===== src/utsc_defs.svh =====
`ifndef UTSC_DEFS_SVH
`define UTSC_DEFS_SVH

// register indices, byte address is four times the index
`define UTSC_IDX_H_START   8'h5C
`define UTSC_IDX_H_END     8'h5D
`define UTSC_IDX_V_START   8'h5E
`define UTSC_IDX_V_END     8'h5F
`define UTSC_IDX_COMBINE   8'h60
`define UTSC_IDX_STATUS    8'h70

// combine register field positions
`define UTSC_OP_XOR_BIT    0
`define UTSC_OP_OR_BIT     1
`define UTSC_OP_AND_BIT    2
`define UTSC_OP_POL_BIT    3

// field widths
`define UTSC_OP_W          4
`define UTSC_LINE_W        15
`define UTSC_PIX_W         16

// reset values
`define UTSC_H_START_RST   16'h0000
`define UTSC_H_END_RST     16'h0000
`define UTSC_V_START_RST   15'h0000
`define UTSC_V_END_RST     15'h0000
`define UTSC_OP_RST        4'h8

// status register bit positions
`define UTSC_ST_HORIZ_BIT  0
`define UTSC_ST_VERT_BIT   1
`define UTSC_ST_OUT_BIT    2

// bus answers and word alignment
`define UTSC_RESP_OKAY     2'h0
`define UTSC_RESP_SLVERR   2'h2
`define UTSC_WORD_ALIGN    2'h0

`endif


===== src/utsc_pkg.sv =====
package utsc_pkg;
    typedef logic [9:0]  addr_t;  // byte address
    typedef logic [31:0] data_t;  // bus word
    typedef logic [3:0]  strb_t;  // byte enables
    typedef logic [1:0]  resp_t;  // bus response
    typedef logic [15:0] pix_t;   // pixel count
    typedef logic [14:0] line_t;  // line count
    typedef enum logic { WR_IDLE, WR_RESP } wr_state_t;
    typedef enum logic { RD_IDLE, RD_DATA } rd_state_t;
endpackage : utsc_pkg


===== src/signal_combiner.sv =====
`timescale 1ns/1ps
// operator selection and output polarity for the combined signal
module signal_combiner (
    input  wire logic i_horiz,     // horizontal component
    input  wire logic i_vert,      // vertical component
    input  wire logic i_sel_and,   // and selection
    input  wire logic i_sel_or,    // or selection
    input  wire logic i_sel_xor,   // xor selection
    input  wire logic i_polarity,  // 1 = active low
    output logic      o_level      // pin level
);
    logic both_on;    // and result
    logic either_on;  // or result
    logic one_on;     // xor result
    logic active;     // selected result

    assign both_on   = i_horiz & i_vert;
    assign either_on = i_horiz | i_vert;
    assign one_on    = i_horiz ^ i_vert;

    // and wins over or, or over xor
    assign active = i_sel_and ? both_on :
                    i_sel_or  ? either_on :
                    i_sel_xor ? one_on : 1'b0;

    // polarity 1 inverts the active level
    assign o_level = active ^ i_polarity;
endmodule : signal_combiner


===== src/user_timing_signal_two_combiner.sv =====
// Register access over AXI4-Lite was left to the implementer.
`timescale 1ns/1ps
`include "utsc_defs.svh"
// Overview of operation
// - vertical component starts at start line
// - vertical component ends at end line
// - interlaced lines compared as odd-field numbers
// - bit 3 sets combined output polarity
// - polarity resets to 1, active low
// - polarity 0 gives active high output
// - bit 2 selects horizontal and vertical
// - and selection overrides or and xor
// - bit 1 selects horizontal or vertical
// - or selection overrides xor
// - bit 0 selects exactly one active
// - horizontal component starts at start pixel
// - horizontal component ends at end pixel
module user_timing_signal_two_combiner (
    input  wire logic             i_clock,              // video clock, 40 MHz
    input  wire logic             i_rst_n,              // async reset, active low
    input  wire utsc_pkg::addr_t  i_s_axi_awaddr,       // write address
    input  wire logic             i_s_axi_awvalid,      // write address valid
    output logic                  o_s_axi_awready,      // write address ready
    input  wire utsc_pkg::data_t  i_s_axi_wdata,        // write data
    input  wire utsc_pkg::strb_t  i_s_axi_wstrb,        // write byte enables
    input  wire logic             i_s_axi_wvalid,       // write data valid
    output logic                  o_s_axi_wready,       // write data ready
    output utsc_pkg::resp_t       o_s_axi_bresp,        // write response
    output logic                  o_s_axi_bvalid,       // write response valid
    input  wire logic             i_s_axi_bready,       // write response ready
    input  wire utsc_pkg::addr_t  i_s_axi_araddr,       // read address
    input  wire logic             i_s_axi_arvalid,      // read address valid
    output logic                  o_s_axi_arready,      // read address ready
    output utsc_pkg::data_t       o_s_axi_rdata,        // read data
    output utsc_pkg::resp_t       o_s_axi_rresp,        // read response
    output logic                  o_s_axi_rvalid,       // read data valid
    input  wire logic             i_s_axi_rready,       // read data ready
    input  wire utsc_pkg::pix_t   i_pixel_count,        // output pixel counter
    input  wire utsc_pkg::line_t  i_line_count,         // output line counter
    input  wire logic             i_interlaced,         // interlaced standard
    input  wire utsc_pkg::line_t  i_lines_per_field,    // lines in odd field
    output logic                  o_user_b_horiz_component, // horizontal window
    output logic                  o_user_b_vert_component,  // vertical window
    output logic                  o_user_b_combined_output  // combined pin level
);
    import utsc_pkg::*;

    // ---- register storage ----
    pix_t                 h_start_reg;   // horizontal start pixel
    pix_t                 h_end_reg;     // horizontal end pixel
    line_t                v_start_reg;   // vertical start line
    line_t                v_end_reg;     // vertical end line
    logic [`UTSC_OP_W-1:0] op_reg;       // polarity and operator bits

    // ---- write channel state ----
    wr_state_t            wr_state_reg;  // write sequence state
    logic                 aw_held_reg;   // address captured
    logic                 w_held_reg;    // data captured
    addr_t                aw_addr_reg;   // captured address
    data_t                w_data_reg;    // captured data
    strb_t                w_strb_reg;    // captured byte enables
    resp_t                bresp_reg;     // write answer

    // ---- read channel state ----
    rd_state_t            rd_state_reg;  // read sequence state
    data_t                rdata_reg;     // read word
    resp_t                rresp_reg;     // read answer

    // ---- decode wires ----
    logic                 aw_take;       // address handshake
    logic                 w_take;        // data handshake
    logic                 ar_take;       // read address handshake
    logic                 wr_fire;       // both halves present
    logic [7:0]           wr_index;      // write register index
    logic [7:0]           rd_index;      // read register index
    logic                 wr_aligned;    // write address aligned
    logic                 rd_aligned;    // read address aligned
    logic                 wr_hit_hs;     // write hits h start
    logic                 wr_hit_he;     // write hits h end
    logic                 wr_hit_vs;     // write hits v start
    logic                 wr_hit_ve;     // write hits v end
    logic                 wr_hit_op;     // write hits combine reg
    logic                 wr_hit_st;     // write hits status (read only)
    logic                 wr_mapped;     // write address is known
    logic                 rd_mapped;     // read address is known
    data_t                rd_word;       // read mux result
    data_t                status_word;   // live block state

    // ---- video path wires ----
    line_t                line_folded;   // line in odd-field numbering
    logic                 line_in_even;  // line lies in second field
    logic                 combined_level; // combiner result

    // merge byte lanes 0 and 1 into a 16-bit register image
    function automatic logic [15:0] merge16(
        input logic [15:0] old_val,
        input data_t       data,
        input strb_t       strb
    );
        logic [15:0] res;
        res       = old_val;
        if (strb[0]) begin
            res[7:0] = data[7:0];
        end
        if (strb[1]) begin
            res[15:8] = data[15:8];
        end
        return res;
    endfunction : merge16

    // word index of a byte address
    function automatic logic [7:0] reg_index(input addr_t a);
        return a[9:2];
    endfunction : reg_index

    // low two address bits must be zero
    function automatic logic is_aligned(input addr_t a);
        return a[1:0] == `UTSC_WORD_ALIGN;
    endfunction : is_aligned

    // ---- handshakes ----
    // address and data accepted separately, each once per write
    assign o_s_axi_awready = (wr_state_reg == WR_IDLE) && !aw_held_reg;
    assign o_s_axi_wready  = (wr_state_reg == WR_IDLE) && !w_held_reg;
    assign o_s_axi_bvalid  = (wr_state_reg == WR_RESP);
    assign o_s_axi_bresp   = bresp_reg;
    assign aw_take         = i_s_axi_awvalid && o_s_axi_awready;
    assign w_take          = i_s_axi_wvalid && o_s_axi_wready;
    assign wr_fire         = (wr_state_reg == WR_IDLE) && aw_held_reg && w_held_reg;

    assign o_s_axi_arready = (rd_state_reg == RD_IDLE);
    assign o_s_axi_rvalid  = (rd_state_reg == RD_DATA);
    assign o_s_axi_rdata   = rdata_reg;
    assign o_s_axi_rresp   = rresp_reg;
    assign ar_take         = i_s_axi_arvalid && o_s_axi_arready;

    // ---- write decode ----
    assign wr_index   = reg_index(aw_addr_reg);
    assign wr_aligned = is_aligned(aw_addr_reg);
    assign wr_hit_hs  = wr_aligned && (wr_index == `UTSC_IDX_H_START);
    assign wr_hit_he  = wr_aligned && (wr_index == `UTSC_IDX_H_END);
    assign wr_hit_vs  = wr_aligned && (wr_index == `UTSC_IDX_V_START);
    assign wr_hit_ve  = wr_aligned && (wr_index == `UTSC_IDX_V_END);
    assign wr_hit_op  = wr_aligned && (wr_index == `UTSC_IDX_COMBINE);
    assign wr_hit_st  = wr_aligned && (wr_index == `UTSC_IDX_STATUS);
    assign wr_mapped  = wr_hit_hs | wr_hit_he | wr_hit_vs | wr_hit_ve
                      | wr_hit_op | wr_hit_st;

    // ---- read decode ----
    assign rd_index   = reg_index(i_s_axi_araddr);
    assign rd_aligned = is_aligned(i_s_axi_araddr);

    // live state: components and pin level
    assign status_word = {29'h00000000,
                          o_user_b_combined_output,
                          o_user_b_vert_component,
                          o_user_b_horiz_component};

    // read mux, reserved bits read as zero
    always_comb begin
        rd_word   = 32'h00000000;
        rd_mapped = rd_aligned;
        if (rd_aligned) begin
            unique case (rd_index)
                `UTSC_IDX_H_START: rd_word = {16'h0000, h_start_reg};
                `UTSC_IDX_H_END:   rd_word = {16'h0000, h_end_reg};
                `UTSC_IDX_V_START: rd_word = {17'h00000, v_start_reg};
                `UTSC_IDX_V_END:   rd_word = {17'h00000, v_end_reg};
                `UTSC_IDX_COMBINE: rd_word = {28'h0000000, op_reg};
                `UTSC_IDX_STATUS:  rd_word = status_word;
                default:           rd_mapped = 1'b0;
            endcase
        end
    end

    // capture address half of a write
    always_ff @(posedge i_clock or negedge i_rst_n) begin
        if (!i_rst_n) begin
            aw_held_reg <= 1'b0;
            aw_addr_reg <= 10'h000;
        end else if (aw_take) begin
            aw_held_reg <= 1'b1;
            aw_addr_reg <= i_s_axi_awaddr;
        end else if (o_s_axi_bvalid && i_s_axi_bready) begin
            aw_held_reg <= 1'b0;
        end
    end

    // capture data half of a write
    always_ff @(posedge i_clock or negedge i_rst_n) begin
        if (!i_rst_n) begin
            w_held_reg <= 1'b0;
            w_data_reg <= 32'h00000000;
            w_strb_reg <= 4'h0;
        end else if (w_take) begin
            w_held_reg <= 1'b1;
            w_data_reg <= i_s_axi_wdata;
            w_strb_reg <= i_s_axi_wstrb;
        end else if (o_s_axi_bvalid && i_s_axi_bready) begin
            w_held_reg <= 1'b0;
        end
    end

    // write sequence: commit, then hold response until taken
    always_ff @(posedge i_clock or negedge i_rst_n) begin
        if (!i_rst_n) begin
            wr_state_reg <= WR_IDLE;
            bresp_reg    <= `UTSC_RESP_OKAY;
        end else begin
            unique case (wr_state_reg)
                WR_IDLE: begin
                    // both halves here: answer next
                    if (wr_fire) begin
                        wr_state_reg <= WR_RESP;
                        bresp_reg    <= wr_mapped ? `UTSC_RESP_OKAY
                                                  : `UTSC_RESP_SLVERR;
                    end
                end
                WR_RESP: begin
                    // master took the answer
                    if (i_s_axi_bready) begin
                        wr_state_reg <= WR_IDLE;
                    end
                end
            endcase
        end
    end

    // horizontal window registers
    always_ff @(posedge i_clock or negedge i_rst_n) begin
        if (!i_rst_n) begin
            h_start_reg <= `UTSC_H_START_RST;
            h_end_reg   <= `UTSC_H_END_RST;
        end else if (wr_fire) begin
            if (wr_hit_hs) begin
                h_start_reg <= merge16(h_start_reg, w_data_reg, w_strb_reg);
            end
            if (wr_hit_he) begin
                h_end_reg <= merge16(h_end_reg, w_data_reg, w_strb_reg);
            end
        end
    end

    // vertical window registers, bit 15 not stored
    always_ff @(posedge i_clock or negedge i_rst_n) begin
        if (!i_rst_n) begin
            v_start_reg <= `UTSC_V_START_RST;
            v_end_reg   <= `UTSC_V_END_RST;
        end else if (wr_fire) begin
            if (wr_hit_vs) begin
                v_start_reg <= line_t'(merge16({1'b0, v_start_reg}, w_data_reg,
                                       w_strb_reg));
            end
            if (wr_hit_ve) begin
                v_end_reg <= line_t'(merge16({1'b0, v_end_reg}, w_data_reg,
                                     w_strb_reg));
            end
        end
    end

    // operator and polarity register, bits 15-4 not stored
    always_ff @(posedge i_clock or negedge i_rst_n) begin
        if (!i_rst_n) begin
            op_reg <= `UTSC_OP_RST;
        end else if (wr_fire && wr_hit_op && w_strb_reg[0]) begin
            op_reg <= w_data_reg[`UTSC_OP_W-1:0];
        end
    end

    // read sequence: one word, held until taken
    always_ff @(posedge i_clock or negedge i_rst_n) begin
        if (!i_rst_n) begin
            rd_state_reg <= RD_IDLE;
            rdata_reg    <= 32'h00000000;
            rresp_reg    <= `UTSC_RESP_OKAY;
        end else begin
            unique case (rd_state_reg)
                RD_IDLE: begin
                    // latch word on address handshake
                    if (ar_take) begin
                        rd_state_reg <= RD_DATA;
                        rdata_reg    <= rd_word;
                        rresp_reg    <= rd_mapped ? `UTSC_RESP_OKAY
                                                  : `UTSC_RESP_SLVERR;
                    end
                end
                RD_DATA: begin
                    // master took the word
                    if (i_s_axi_rready) begin
                        rd_state_reg <= RD_IDLE;
                    end
                end
            endcase
        end
    end

    // ---- video path ----
    // second-field lines folded to odd-field numbers
    assign line_in_even = i_interlaced && (i_line_count > i_lines_per_field);
    assign line_folded  = line_in_even ? line_t'(i_line_count - i_lines_per_field)
                                       : i_line_count;

    window_compare #(
        .W (`UTSC_PIX_W)
    ) u_horiz_window (
        .i_clock  (i_clock),
        .i_rst_n  (i_rst_n),
        .i_count  (i_pixel_count),
        .i_start  (h_start_reg),
        .i_end    (h_end_reg),
        .o_active (o_user_b_horiz_component)
    );

    window_compare #(
        .W (`UTSC_LINE_W)
    ) u_vert_window (
        .i_clock  (i_clock),
        .i_rst_n  (i_rst_n),
        .i_count  (line_folded),
        .i_start  (v_start_reg),
        .i_end    (v_end_reg),
        .o_active (o_user_b_vert_component)
    );

    signal_combiner u_combiner (
        .i_horiz    (o_user_b_horiz_component),
        .i_vert     (o_user_b_vert_component),
        .i_sel_and  (op_reg[`UTSC_OP_AND_BIT]),
        .i_sel_or   (op_reg[`UTSC_OP_OR_BIT]),
        .i_sel_xor  (op_reg[`UTSC_OP_XOR_BIT]),
        .i_polarity (op_reg[`UTSC_OP_POL_BIT]),
        .o_level    (combined_level)
    );

    always_ff @(posedge i_clock or negedge i_rst_n) begin
        if (!i_rst_n) begin
            // inactive level of the active-low default
            o_user_b_combined_output <= 1'b1;
        end else begin
            o_user_b_combined_output <= combined_level;
        end
    end
endmodule : user_timing_signal_two_combiner


===== src/window_compare.sv =====
`timescale 1ns/1ps
// registered window: active from start count up to end count
module window_compare #(
    parameter int W = 16
) (
    input  wire logic         i_clock,   // video clock
    input  wire logic         i_rst_n,   // async reset, active low
    input  wire logic [W-1:0] i_count,   // current counter value
    input  wire logic [W-1:0] i_start,   // first active count
    input  wire logic [W-1:0] i_end,     // first inactive count
    output logic              o_active   // window level
);
    logic in_window;  // combinational compare

    // active on start, inactive again on end
    assign in_window = (i_count >= i_start) && (i_count < i_end);

    // compare taken every clock
    always_ff @(posedge i_clock or negedge i_rst_n) begin
        if (!i_rst_n) begin
            o_active <= 1'b0;
        end else begin
            o_active <= in_window;
        end
    end
endmodule : window_compare

===== config.mk =====
export PLATFORM = sky130hd
export DESIGN_NAME = user_timing_signal_two_combiner
export DESIGN_NICKNAME = d
export VERILOG_FILES = /design/src/utsc_pkg.sv /design/src/signal_combiner.sv /design/src/user_timing_signal_two_combiner.sv /design/src/window_compare.sv
export VERILOG_INCLUDE_DIRS = /design/src
export SDC_FILE = /design/constraint.sdc
export NUM_CORES = 1
export LEC_CHECK = 0
export ABC_AREA = 1
export BUFFER_PORTS_ARGS = -buffer_cell sky130_fd_sc_hd__buf_2
export CORE_MARGIN = 4
export CORE_UTILIZATION = 40
export CTS_CLUSTER_DIAMETER = 30
export DETAILED_ROUTE_END_ITERATION = 10
export GPL_ROUTABILITY_DRIVEN = 0
export GPL_TIMING_DRIVEN = 0
export PLACE_DENSITY = 0.69
export SETUP_SLACK_MARGIN = 0.02
export SLEW_MARGIN = 20
export SYNTH_ARGS = -nofsm -noshare
export SYNTH_HDL_FRONTEND = slang
export SYNTH_SLANG_ARGS = --single-unit

===== constraint.sdc =====
create_clock -name i_clock -period 3.7 [get_ports i_clock]
set_input_delay 0.185 -clock i_clock [delete_from_list [all_inputs] [get_ports i_clock]]
set_output_delay 0.185 -clock i_clock [all_outputs]
set_load 0.05 [all_outputs]

==> impl_results.md, run 1 <==
- Syn. warnings: 0
- Distinct cells, synth: approximately 50
- Worst slew pin tran: 0.605 ns
- Synth area leader: dfrtp_1
- Synth async-reset ratio: 100%
- Residual DRC: 0
- Setup TNS: 0 ns
- CP Data Required Time: 4.04 ns
- Largest net degree at the start of global routing: 82
- First-pass GRT wire length: approximately 34000 um
- Via count: 6813
- Die Area: 21000 um2
- Total Routing Usage GR: 19.4%
- Diode count: 0
- Unrepaired setup endpoints after global routing: false
- DRT Pass-1 Iters: 5
- Horiz. Die Dim: 145 um
- Share of cells above drive strength 1: 18.5%
- Period utilisation layout: 81.3%
- Syn avg cell area: 8.05 um2
- CP max FO: 4
- CTS root buffer: clkbuf_16
- DP Cell Count: 1296
- Worst setup SP type: primary input
- Gr ovfl total: 0
- Crit path capture type: flop
- Initial drt markers: 371
- CP arrival: 3.35 ns
- Min cycle time layout: 3.01 ns
- CTS tree: built
- Power Dens Cells: 513 nW/um2
- Hold violation count in the final report: 0
- Placed Area: 8470 um2
- Worst hold path type: primary input to flop
- Worst vdd ir: ~0.00038 V
- DR vias/cell: 5.11
- Synth top area share: 39.0%
- WL per Instance: around 15 um
- Vias in the first global route: 6695
- Synth area leaders: dfrtp_1, ha_1, nand2_1
- Post_cts resized: 0
- Post-DRT Antenna Nets: 0
- Status: finished, final reports clean
- Routed wire length: ~20000 um
- Core Footprint: 18200 um2
- Leakage: ~4.6 nW
- Final max-slew violation count: 0
- CTS Buf Count: 17
- Dpl hpwl: roughly 16000 um
- CTS H-tree lvls: 4
- Setup repair bufs after CTS: 0
- Nets: 1279
- Setup-violating endpoint count in the final report: 0
- # rows: 49
- Main synth FF type: dfrtp_1
- Achievable Freq: 332 MHz
- CTS clk-pin slew, worst paths: roughly 0.060 ns
- Yosys reg bits: between 100 and 150
- Sequential cell area fraction in the yosys report: between 30 and 40%
- # port buffers: about 120
- Num ports: 154
- Final Instance Area: 9210 um2
- Mapped Area: 7500 um2
- Post-cts hold buffer count: 5
- Die Y: 145 um
- Post-Synthesis Cells: roughly 930
- Synthesis-to-layout area growth: 22.8%
- CTS Buffer Depth: 2
- Post-synth EDFFs: 0
- Max_slew headroom: just under 60%
- Crit path kind: primary input to flop
- Clk_skew: 0.00735 ns
- Clock Sinks: 119
- Initial antenna violation count: 0
- Clock latency on the worst-skew pair: 0.42 ns
- Max_cap viols: 0
- Post-route insts no fill: around 1300
- Initial Utilization: between 40% and 50%
## routing by layer
layer / track usage (%) / wire [um] / vias to the layer above
met5: 0 / 0 / -
met4: 5.65 / 383 / 0
met3: 4.21 / 1060 / 31
met2: 32.7 / 9750 / 186
met1: 25.4 / 8850 / 3209
li1: - / - / 3387
## cell usage in the layout (no fill, tap or decap), types with 4 or more instances in the layout
cell and count:
nor3_1 10, conb_1 18, bufinv_16 6, o21ai_0 75
dlygate4sd3_1 5, nor2_1 59, nand2_2 4, clkbuf_1 8
dfrtp_1 117, o21ai_1 29, a31oi_1 4, nand2_1 179
a21oi_1 66, xor2_1 5, inv_1 149, xnor2_1 7
o22ai_1 18, clkbuf_16 17, buf_4 20, mux2_2 6
a221oi_1 11, ha_1 77, buf_2 126, nand4_1 11
nand3_1 27
## cell type report
| class | count | area (um2) |
|---|---|---|
| Tap cell | 229 | 287 |
| Inverter | 150 | 563 |
| Clock buffer | 20 | 467 |
| Buffer | 38 | 230 |
| Clock inverter | 11 | 220 |
| Sequential cell | 119 | 2980 |
| Multi-Input combinational cell | 642 | 3790 |
| Timing Repair Buffer | 123 | 669 |
| Fill cell | 1731 | 9000 |
## per-stage QoR
| step | hold slack (ns) | util [%] | total power, mW | setup slack, ns |
|---|---|---|---|---|
| after floorplan | -0.111 | - | 2.45 | 0.900 |
| after global placement | 0.387 | 46.3 | 2.78 | 0.357 |
| after detailed placement | 0.121 | 46.5 | 2.82 | 0.349 |
| after CTS | 0.000212 | 50.6 | 4.74 | 0.754 |
| after global routing | 0.0121 | 50.6 | 4.98 | 0.518 |
| final | 0.00375 | 50.6 | 4.73 | 0.692 |
## cells in the mapped netlist (all sizes together) (2+ instances only)
master	count
nand2	185
inv	150
dfrtp	117
o21ai	104
ha	77
a21oi	67
nor2	62
buf	30
nand3	30
o22ai	18
a221oi	11
nand4	11
nor3	10
clkbuf	8
xnor2	7
mux2	6
xor2	5
a31oi	4
nor4	4
o31ai	3
a21boi	2
a22o	2
dfstp	2
o211ai	2
## worst max-delay path, stage by stage
cell and delay [ns]:
buf_2 0.12, inv_1 0.05, ha_1 0.22, fa_1 0.40
o21ai_1 0.33, a31oi_1 0.19, nor2_1 0.15, o21ai_0 0.09
a22o_1 0.25, ha_1 0.30, nand2_1 0.07, inv_1 0.06
nand3_1 0.06, a31oi_1 0.08, a2111oi_0 0.50, nand2_1 0.14
a21oi_2 0.15
## report_power, final
part	switching (mW)	internal (mW)	total (mW)
Clock	0.611	1.31	1.93
Combinational	0.806	0.379	1.19
Sequential	0.108	1.51	1.62
## kinds of logic (layout without fill, tap and decap cells)
kind of cell    count (synthesis)  in the layout  share of synthesized area [%]
simple gates                  306            306                           17.7
xor+xnor                       12             12                           1.40
mux                             6              6                          0.901
flops                         119            119                           39.7
other cells                     1             18                         0.0500
fa+ha+maj                      78             78                           13.1
buf+inv                       188            342                           10.6
compound gates                222            222                           16.5
## final timing paths
kind                              startpoint                      to  slack [ns]  cells after the start
setup / recovery             i_line_count[0]  u_vert_window.o_active        0.69                     17
hold / removal             i_s_axi_awaddr[0]          aw_addr_reg[0]       0.004                      2
setup reg to reg              o_s_axi_bvalid           h_end_reg[14]        1.71                      7
min in group asynchronous            i_rst_n           w_data_reg[2]        0.25                      2
max in group asynchronous            i_rst_n               op_reg[3]        2.74                      3
hold reg to reg             o_s_axi_rdata[6]        o_s_axi_rdata[6]        0.48                      2
Note: power is estimated with default switching activity, not from simulation.
==> run 2, diff against run 1 <==
- clock period: 3.7 -> 2.8 ns (I/O delays scaled with it)
==> run 2 against run 1 <==
Via count rose by 1.9%. Register-to-register slack got worse by 0.90 ns. Final area rose by 3.6%. Critical path depth did not move. Clock power rose by 32%. Routed wire length rose by 2.1%. Critical path type unchanged. Critical endpoint unchanged. Largest cell class unchanged. Largest power group unchanged.
==> impl_results.md, run 2 (synthesis gave the netlist of run 1 again) <==
- Status: finished, final reports clean (unchanged)
- Initial drt markers: 361 (was 371)
- Crit-path cells: buf_2 -> inv_1 -> ha_1 -> fa_2 -> o21ai_4 -> nand2_1 -> nand4_1 -> nand3_1 -> nand2_1 -> xnor2_1 -> a21oi_2 -> ha_1 -> nand3_1 -> or4_1 -> nand3_1 -> nand2_1 -> a21oi_2 (was buf_2 -> inv_1 -> ha_1 -> fa_1 -> o21ai_1 -> a31oi_1 -> nor2_1 -> o21ai_0 -> a22o_1 -> ha_1 -> nand2_1 -> inv_1 -> nand3_1 -> a31oi_1 -> a2111oi_0 -> nand2_1 -> a21oi_2)
- Hold violation count in the final report: 0 (unchanged)
- Sw Ratio: 32.3% (about the same)
- CP max FO: 4 (unchanged)
- Setup-violating endpoint count in the final report: 0 (unchanged)
- Synthesis-to-layout area growth: 27.1% (was 22.8%)
- CP Data Required Time: 3.14 ns (was 4.04 ns)
- Total Routing Usage GR: 19.8% (was 19.4%)
- CTS tree: built (unchanged)
- CP max stage delay: 0.54 ns (was 0.50 ns)
- Clock Sinks: 119 (unchanged)
- WHS: 0.00578 ns (was 0.00375 ns)
- Routed wire length: 20500 um (was 20100 um)
- Gr ovfl total: 0 (unchanged)
- DR vias/cell: 5.11 (about the same)
- Reg area: 2980 um2 (unchanged)
- Post-DRT Antenna Nets: 0 (unchanged)
- Area of the multi-input gates: 3850 um2 (was 3790 um2)
- Sequential power share: 33.9% (was 34.2%)
- Crit path kind: primary input to flop (unchanged)
- # rows: 49 (unchanged)
- WL per Instance: 15.1 um (about the same)
- Min cycle time layout: 2.64 ns
- Core Footprint: 18200 um2 (unchanged)
- CTS H-tree lvls: 4 (unchanged)
- Setup TNS: 0 ns (unchanged)
- Crit path capture type: flop (unchanged)
- Slowest CP cell: or4_1 (was a2111oi_0)
- Clock latency on the worst-skew pair: 0.42 ns (about the same)
- Total power: 6.31 mW (was 4.73 mW)
- Achievable Freq: 379 MHz
- Combinational Power Share: 25.8% (was 25.1%)
- Clk_skew: 0.00723 ns (was 0.00735 ns)
- Period utilisation layout: 94.3%
- Max_cap viols: 0 (unchanged)
- Cell family with most CP delay: simple AND/OR/NAND/NOR gates (was compound AO/OA/AOI/OAI gates)
- Worst hold path type: primary input to flop (unchanged)
- Vias in the first global route: 6848 (was 6695)
- Worst slew pin tran: 0.611 ns (was 0.605 ns)
- CP bufs+invs: 2 (was 3)
- Largest net degree at the start of global routing: 82 (unchanged)
- Fill cell count: 1694 (was 1731)
- CTS clk-pin slew, worst paths: 0.06 ns (about the same)
- Initial Utilization: 41.2% (unchanged)
- Power Internal: 4.27 mW (was 3.20 mW)
- Num ports: 154 (unchanged)
- Dpl hpwl: 15600 um (unchanged)
- Horiz. Die Dim: 145 um (unchanged)
- Residual DRC: 0 (unchanged)
- Psw: 2.04 mW (was 1.52 mW)
- # port buffers: 117 (unchanged)
- CTS Buf Count: 17 (unchanged)
- Nets: 1306 (was 1279)
- Final max-slew violation count: 0 (unchanged)
- Setup ws final: 0.159 ns (was 0.692 ns)
- CP arrival: 2.98 ns (was 3.35 ns)
- CTS root buffer: clkbuf_16 (unchanged)
- Max_slew headroom: 59.2% (was 58.6%)
- Diode count: 0 (unchanged)
- CTS Buffer Depth: 2 (unchanged)
- Die Y: 145 um (unchanged)
- Share of cells above drive strength 1: 19.6% (was 18.5%)
- Leakage: 4.68 nW (was 4.57 nW)
- First-pass GRT wire length: 34200 um (was 33600 um)
- Initial antenna violation count: 0 (unchanged)
- Pre-CTS setup slack: -0.506 ns (was 0.349 ns)
- Power Dens Cells: 661 nW/um2 (was 513 nW/um2)
- Die Area: 21000 um2 (unchanged)
- Most common cell after layout, fill and taps aside: nand2_1 (unchanged)
- Most frequent cells in the layout: nand2_1, inv_1, buf_2 (unchanged)
- Worst vdd ir: 0.000504 V (was 0.000382 V)
- DRT Pass-1 Iters: 4 (was 5)
- Via count: 6945 (was 6813)
- Worst setup SP type: primary input (unchanged)
- Final Util: 52.4% (was 50.6%)
- Clock network power share: 40.3% (was 40.7%)
-- run 2: area by class of cell --
cell class	count	area share [%]
multi-input combinational	642	40.4
clock inverter	11	2.31
sequential	119	31.3
buffer	38	2.44
clock buffer	20	4.89
inverter	150	5.90
timing repair buffer	150	9.77
tap	229	3.00
-- run 2: worst reg2reg max path: stages (launching register included) --
cell and delay [ns]:
dfrtp_1 0.41, inv_1 0.09, nand3_1 0.18, nor2_1 0.29
nand3_1 0.34, clkbuf_1 0.33, nand2_1 0.13, o21ai_0 0.08
-- run 2: repair_timing --
action,4_1_cts,5_1_grt
pin swaps,0,7
gates resized for setup,2,20
gates cloned,0,0
setup endpoints to repair,1,1
buffers inserted,0,3
hold buffers,29,0
endpoints found under the hold margin,66,0
-- run 2: worst paths after layout --
kind	from	to	slack (ns)	cells past startpoint
worst max-delay path	i_line_count[0]	u_vert_window.o_active	0.16	17
worst min-delay path	i_s_axi_wdata[15]	w_data_reg[15]	0.006	3
worst max register to register	o_s_axi_bvalid	h_end_reg[14]	0.81	7
worst min register to register	o_s_axi_rdata[6]	o_s_axi_rdata[6]	0.48	2
max in group asynchronous	i_rst_n	op_reg[3]	1.87	3
min in group asynchronous	i_rst_n	w_data_reg[2]	0.20	2
-- run 2: per-layer routing --
layer  share of wire, %  wire [um]  global-route usage, %
met4                2.0        405                   5.89
met2                 49      10000                   33.4
met5                  0          0                      0
met3                4.9       1000                   4.21
met1                 44       9050                   25.6
-- run 2: power groups by stage --
| stage | registers (mW) | clock network, mW | logic, mW |
|---|---|---|---|
| 2_1_floorplan | 2.21 | 0 | 1.03 |
| 3_3_place_gp | 2.15 | 0 | 1.52 |
| 3_5_place_dp | 2.16 | 0 | 1.57 |
| 4_1_cts | 2.13 | 2.55 | 1.61 |
| 5_1_grt | 2.17 | 2.63 | 1.84 |
| 6_report | 2.14 | 2.54 | 1.63 |
-- run 2: metrics by stage --
step,cells,instance area [um2]
global route,1359,9540
CTS,1356,9450
finish,1359,9540
detailed placement,1296,8470
global placement,1295,8440
floorplan,949,7560
==> run 3, diff against run 2 <==
- CORE_UTILIZATION: 40 -> 35
- GPL_ROUTABILITY_DRIVEN: 0 -> 1
- PLACE_DENSITY: 0.69 -> 0.63
==> run 3 against run 2 <==
Via count is 2.3% lower. Clock power is 12% lower. Sequential power hardly changed. Critical path type unchanged. Critical endpoint unchanged. Highest routed layer unchanged.
==> impl_results.md, run 3 (synthesis gave the netlist of run 1 again) <==
- Status: finished, final reports clean (unchanged)
- Combinational Power Share: 27.3% (was 25.8%)
- Period utilisation layout: 92.3% (was 94.3%)
- Crit path kind: primary input to flop (unchanged)
- Max_slew headroom: 58.8% (was 59.2%)
- Most frequent cells in the layout: nand2_1, inv_1, buf_2 (unchanged)
- Hold violation count in the final report: 0 (unchanged)
- Core Footprint: 21000 um2 (was 18200 um2)
- Horiz. Die Dim: 154 um (was 145 um)
- CTS Buffer Depth: 2 (unchanged)
- CTS Buf Count: 17 (unchanged)
- Total power: 6.02 mW (was 6.31 mW)
- Worst slew pin tran: 0.618 ns (was 0.611 ns)
- Dpl hpwl: 16100 um (was 15600 um)
- Crit path capture type: flop (unchanged)
- Hold Path Origin: i_s_axi_wdata[0] (was i_s_axi_wdata[15])
- Pre-CTS setup slack: -0.496 ns (was -0.506 ns)
- Max_cap viols: 0 (unchanged)
- R2R Path End: v_end_reg[7] (was h_end_reg[14])
- Power Internal: 3.96 mW (was 4.27 mW)
- Synthesis-to-layout area growth: 28.4% (was 27.1%)
- Worst r2r path cells: 7 (unchanged)
- Gr ovfl total: 0 (unchanged)
- CTS H-tree lvls: 4 (unchanged)
- Reg2Reg Setup Slack: 0.80 ns (was 0.81 ns)
- Worst Hold Endpoint: w_data_reg[0] (was w_data_reg[15])
- Min cycle time layout: 2.59 ns (was 2.64 ns)
- Worst vdd ir: 0.000427 V (was 0.000504 V)
- Worst hold path type: primary input to flop (unchanged)
- CP max FO: 4 (unchanged)
- Clock Sinks: 119 (unchanged)
- Via count: 6785 (was 6945)
- Worst r2r src: o_s_axi_bvalid (unchanged)
- Die Area: 23800 um2 (was 21000 um2)
- Initial drt markers: 366 (was 361)
- Setup-violating endpoint count in the final report: 0 (unchanged)
- Final Util: 45.8% (was 52.4%)
- DRT Pass-1 Iters: 5 (was 4)
- Setup ws final: 0.214 ns (was 0.159 ns)
- Routed wire length: 20600 um (was 20500 um)
- Initial Utilization: 35.7% (was 41.2%)
- Power Dens Cells: 625 nW/um2 (was 661 nW/um2)
- Sw Ratio: 34.3% (was 32.3%)
- Diode count: 0 (unchanged)
- CP max stage delay: 0.52 ns (was 0.54 ns)
- Final max-slew violation count: 0 (unchanged)
- DR vias/cell: 4.82 (was 5.11)
- # port buffers: 117 (unchanged)
- First-pass GRT wire length: 33200 um (was 34200 um)
- Vias in the first global route: 6608 (was 6848)
- Leakage: 4.66 nW (was 4.68 nW)
- CP Data Required Time: 3.15 ns (was 3.14 ns)
- WL per Instance: 14.7 um (was 15.1 um)
- Psw: 2.07 mW (was 2.04 mW)
- Initial antenna violation count: 0 (unchanged)
- Setup TNS: 0 ns (unchanged)
- Num ports: 154 (unchanged)
- Unrepaired setup endpoints after global routing: false
- Post-DRT Antenna Nets: 0 (unchanged)
- Crit-path cells: buf_2 -> inv_1 -> ha_2 -> fa_2 -> o21ai_4 -> nand2_1 -> nand4_1 -> nand3_1 -> nand2_1 -> xnor2_1 -> a21oi_2 -> ha_1 -> nand3_1 -> or4_1 -> nand3_1 -> nand2_1 -> a21oi_2 (was buf_2 -> inv_1 -> ha_1 -> fa_2 -> o21ai_4 -> nand2_1 -> nand4_1 -> nand3_1 -> nand2_1 -> xnor2_1 -> a21oi_2 -> ha_1 -> nand3_1 -> or4_1 -> nand3_1 -> nand2_1 -> a21oi_2)
- Routability cong.: 0.860
- Worst setup SP type: primary input (unchanged)
- CP arrival: 2.93 ns (was 2.98 ns)
- Slowest CP cell: or4_1 (unchanged)
- # rows: 53 (was 49)
- Die Y: 154 um (was 145 um)
- CTS root buffer: clkbuf_16 (unchanged)
- Clock latency on the worst-skew pair: 0.42 ns (about the same)
- Clock network power share: 37.2% (was 40.3%)
- Share of cells above drive strength 1: 20.2% (was 19.6%)
- Most common cell after layout, fill and taps aside: nand2_1 (unchanged)
- Sequential power share: 35.5% (was 33.9%)
- Clk_skew: 0.0126 ns (was 0.00723 ns)
- Total Routing Usage GR: 17.2% (was 19.8%)
- Hold depth: 3 (unchanged)
- Nets: 1309 (was 1306)
- Residual DRC: 0 (unchanged)
- CTS tree: built (unchanged)
- Largest net degree at the start of global routing: 66 (was 82)
- Achievable Freq: 387 MHz (was 379 MHz)
- CTS clk-pin slew, worst paths: 0.06 ns (about the same)
-- run 3: cell types whose count changed in the layout (fill, tap and decap cells not counted), moves of 3 or more --
cell / before / now
bufinv_16: 6 / 3
ha_4: 1 / 10
clkbuf_8: 3 / 0
ha_1: 71 / 65
ha_2: 5 / 2
-- run 3: cell type report --
cell class,count,area (um2)
fill,2075,11400
multi-input combinational,642,3950
sequential,119,2980
timing repair buffer,153,957
inverter,150,563
clock buffer,18,429
tap,275,344
buffer,38,233
clock inverter,14,175
-- run 3: worst max-delay path by stage --
stage / from / cells after the start / endpoint / slack (ns)
CTS: i_line_count[0] / 17 / u_vert_window.o_active / 0.04
finish: i_line_count[0] / 17 / u_vert_window.o_active / 0.21
detailed placement: i_line_count[0] / 17 / u_vert_window.o_active / -0.50
floorplan: i_line_count[0] / 16 / u_vert_window.o_active / 0.04
global placement: i_line_count[0] / 17 / u_vert_window.o_active / -0.48
global route: i_lines_per_field[2] / 19 / u_vert_window.o_active / 0.006
-- run 3: what timing repair did --
action	4_1_cts	5_1_grt
hold buffers	30	0
gates resized for setup	1	26
hold endpoints to repair	93	0
cloned	0	0
pin swaps	1	10
endpoints found under the setup margin	1	1
setup buffers	0	5
-- run 3: per-stage QoR --
stage	std cells	hold slack [ns]	cell area, um2
floorplan	949	-0.156	7560
global placement	1341	0.348	8490
detailed placement	1342	0.181	8530
CTS	1404	0.0184	9440
global route	1409	0.0665	9630
finish	1409	0.0160	9630
-- run 3: worst max-delay path, delay by kind of cell --
kind                     cells  cell delay, ns
buffers and inverters        2            0.17
XOR/XNOR                     1            0.13
adder cells (fa/ha/maj)      3            0.91
AND/OR/NAND/NOR              8            1.16
AO/OA/AOI/OAI                3            0.44
-- run 3: per-layer routing --
layer	global-route usage, %	up-vias	share of wire [%]
met4	4.46	0	1.9
met1	22.9	3149	45
met2	28.7	152	49
met5	0	-	0
li1	-	3459	-
met3	3.44	25	4.2
-- run 3: power groups by stage --
| stage | registers, mW | clock network [mW] | logic, mW |
|---|---|---|---|
| after global routing | 2.16 | 2.35 | 1.86 |
| after floorplan | 2.21 | 0 | 1.03 |
| after global placement | 2.16 | 0 | 1.53 |
| after CTS | 2.13 | 2.26 | 1.61 |
| after detailed placement | 2.16 | 0 | 1.57 |
| final | 2.14 | 2.24 | 1.65 |
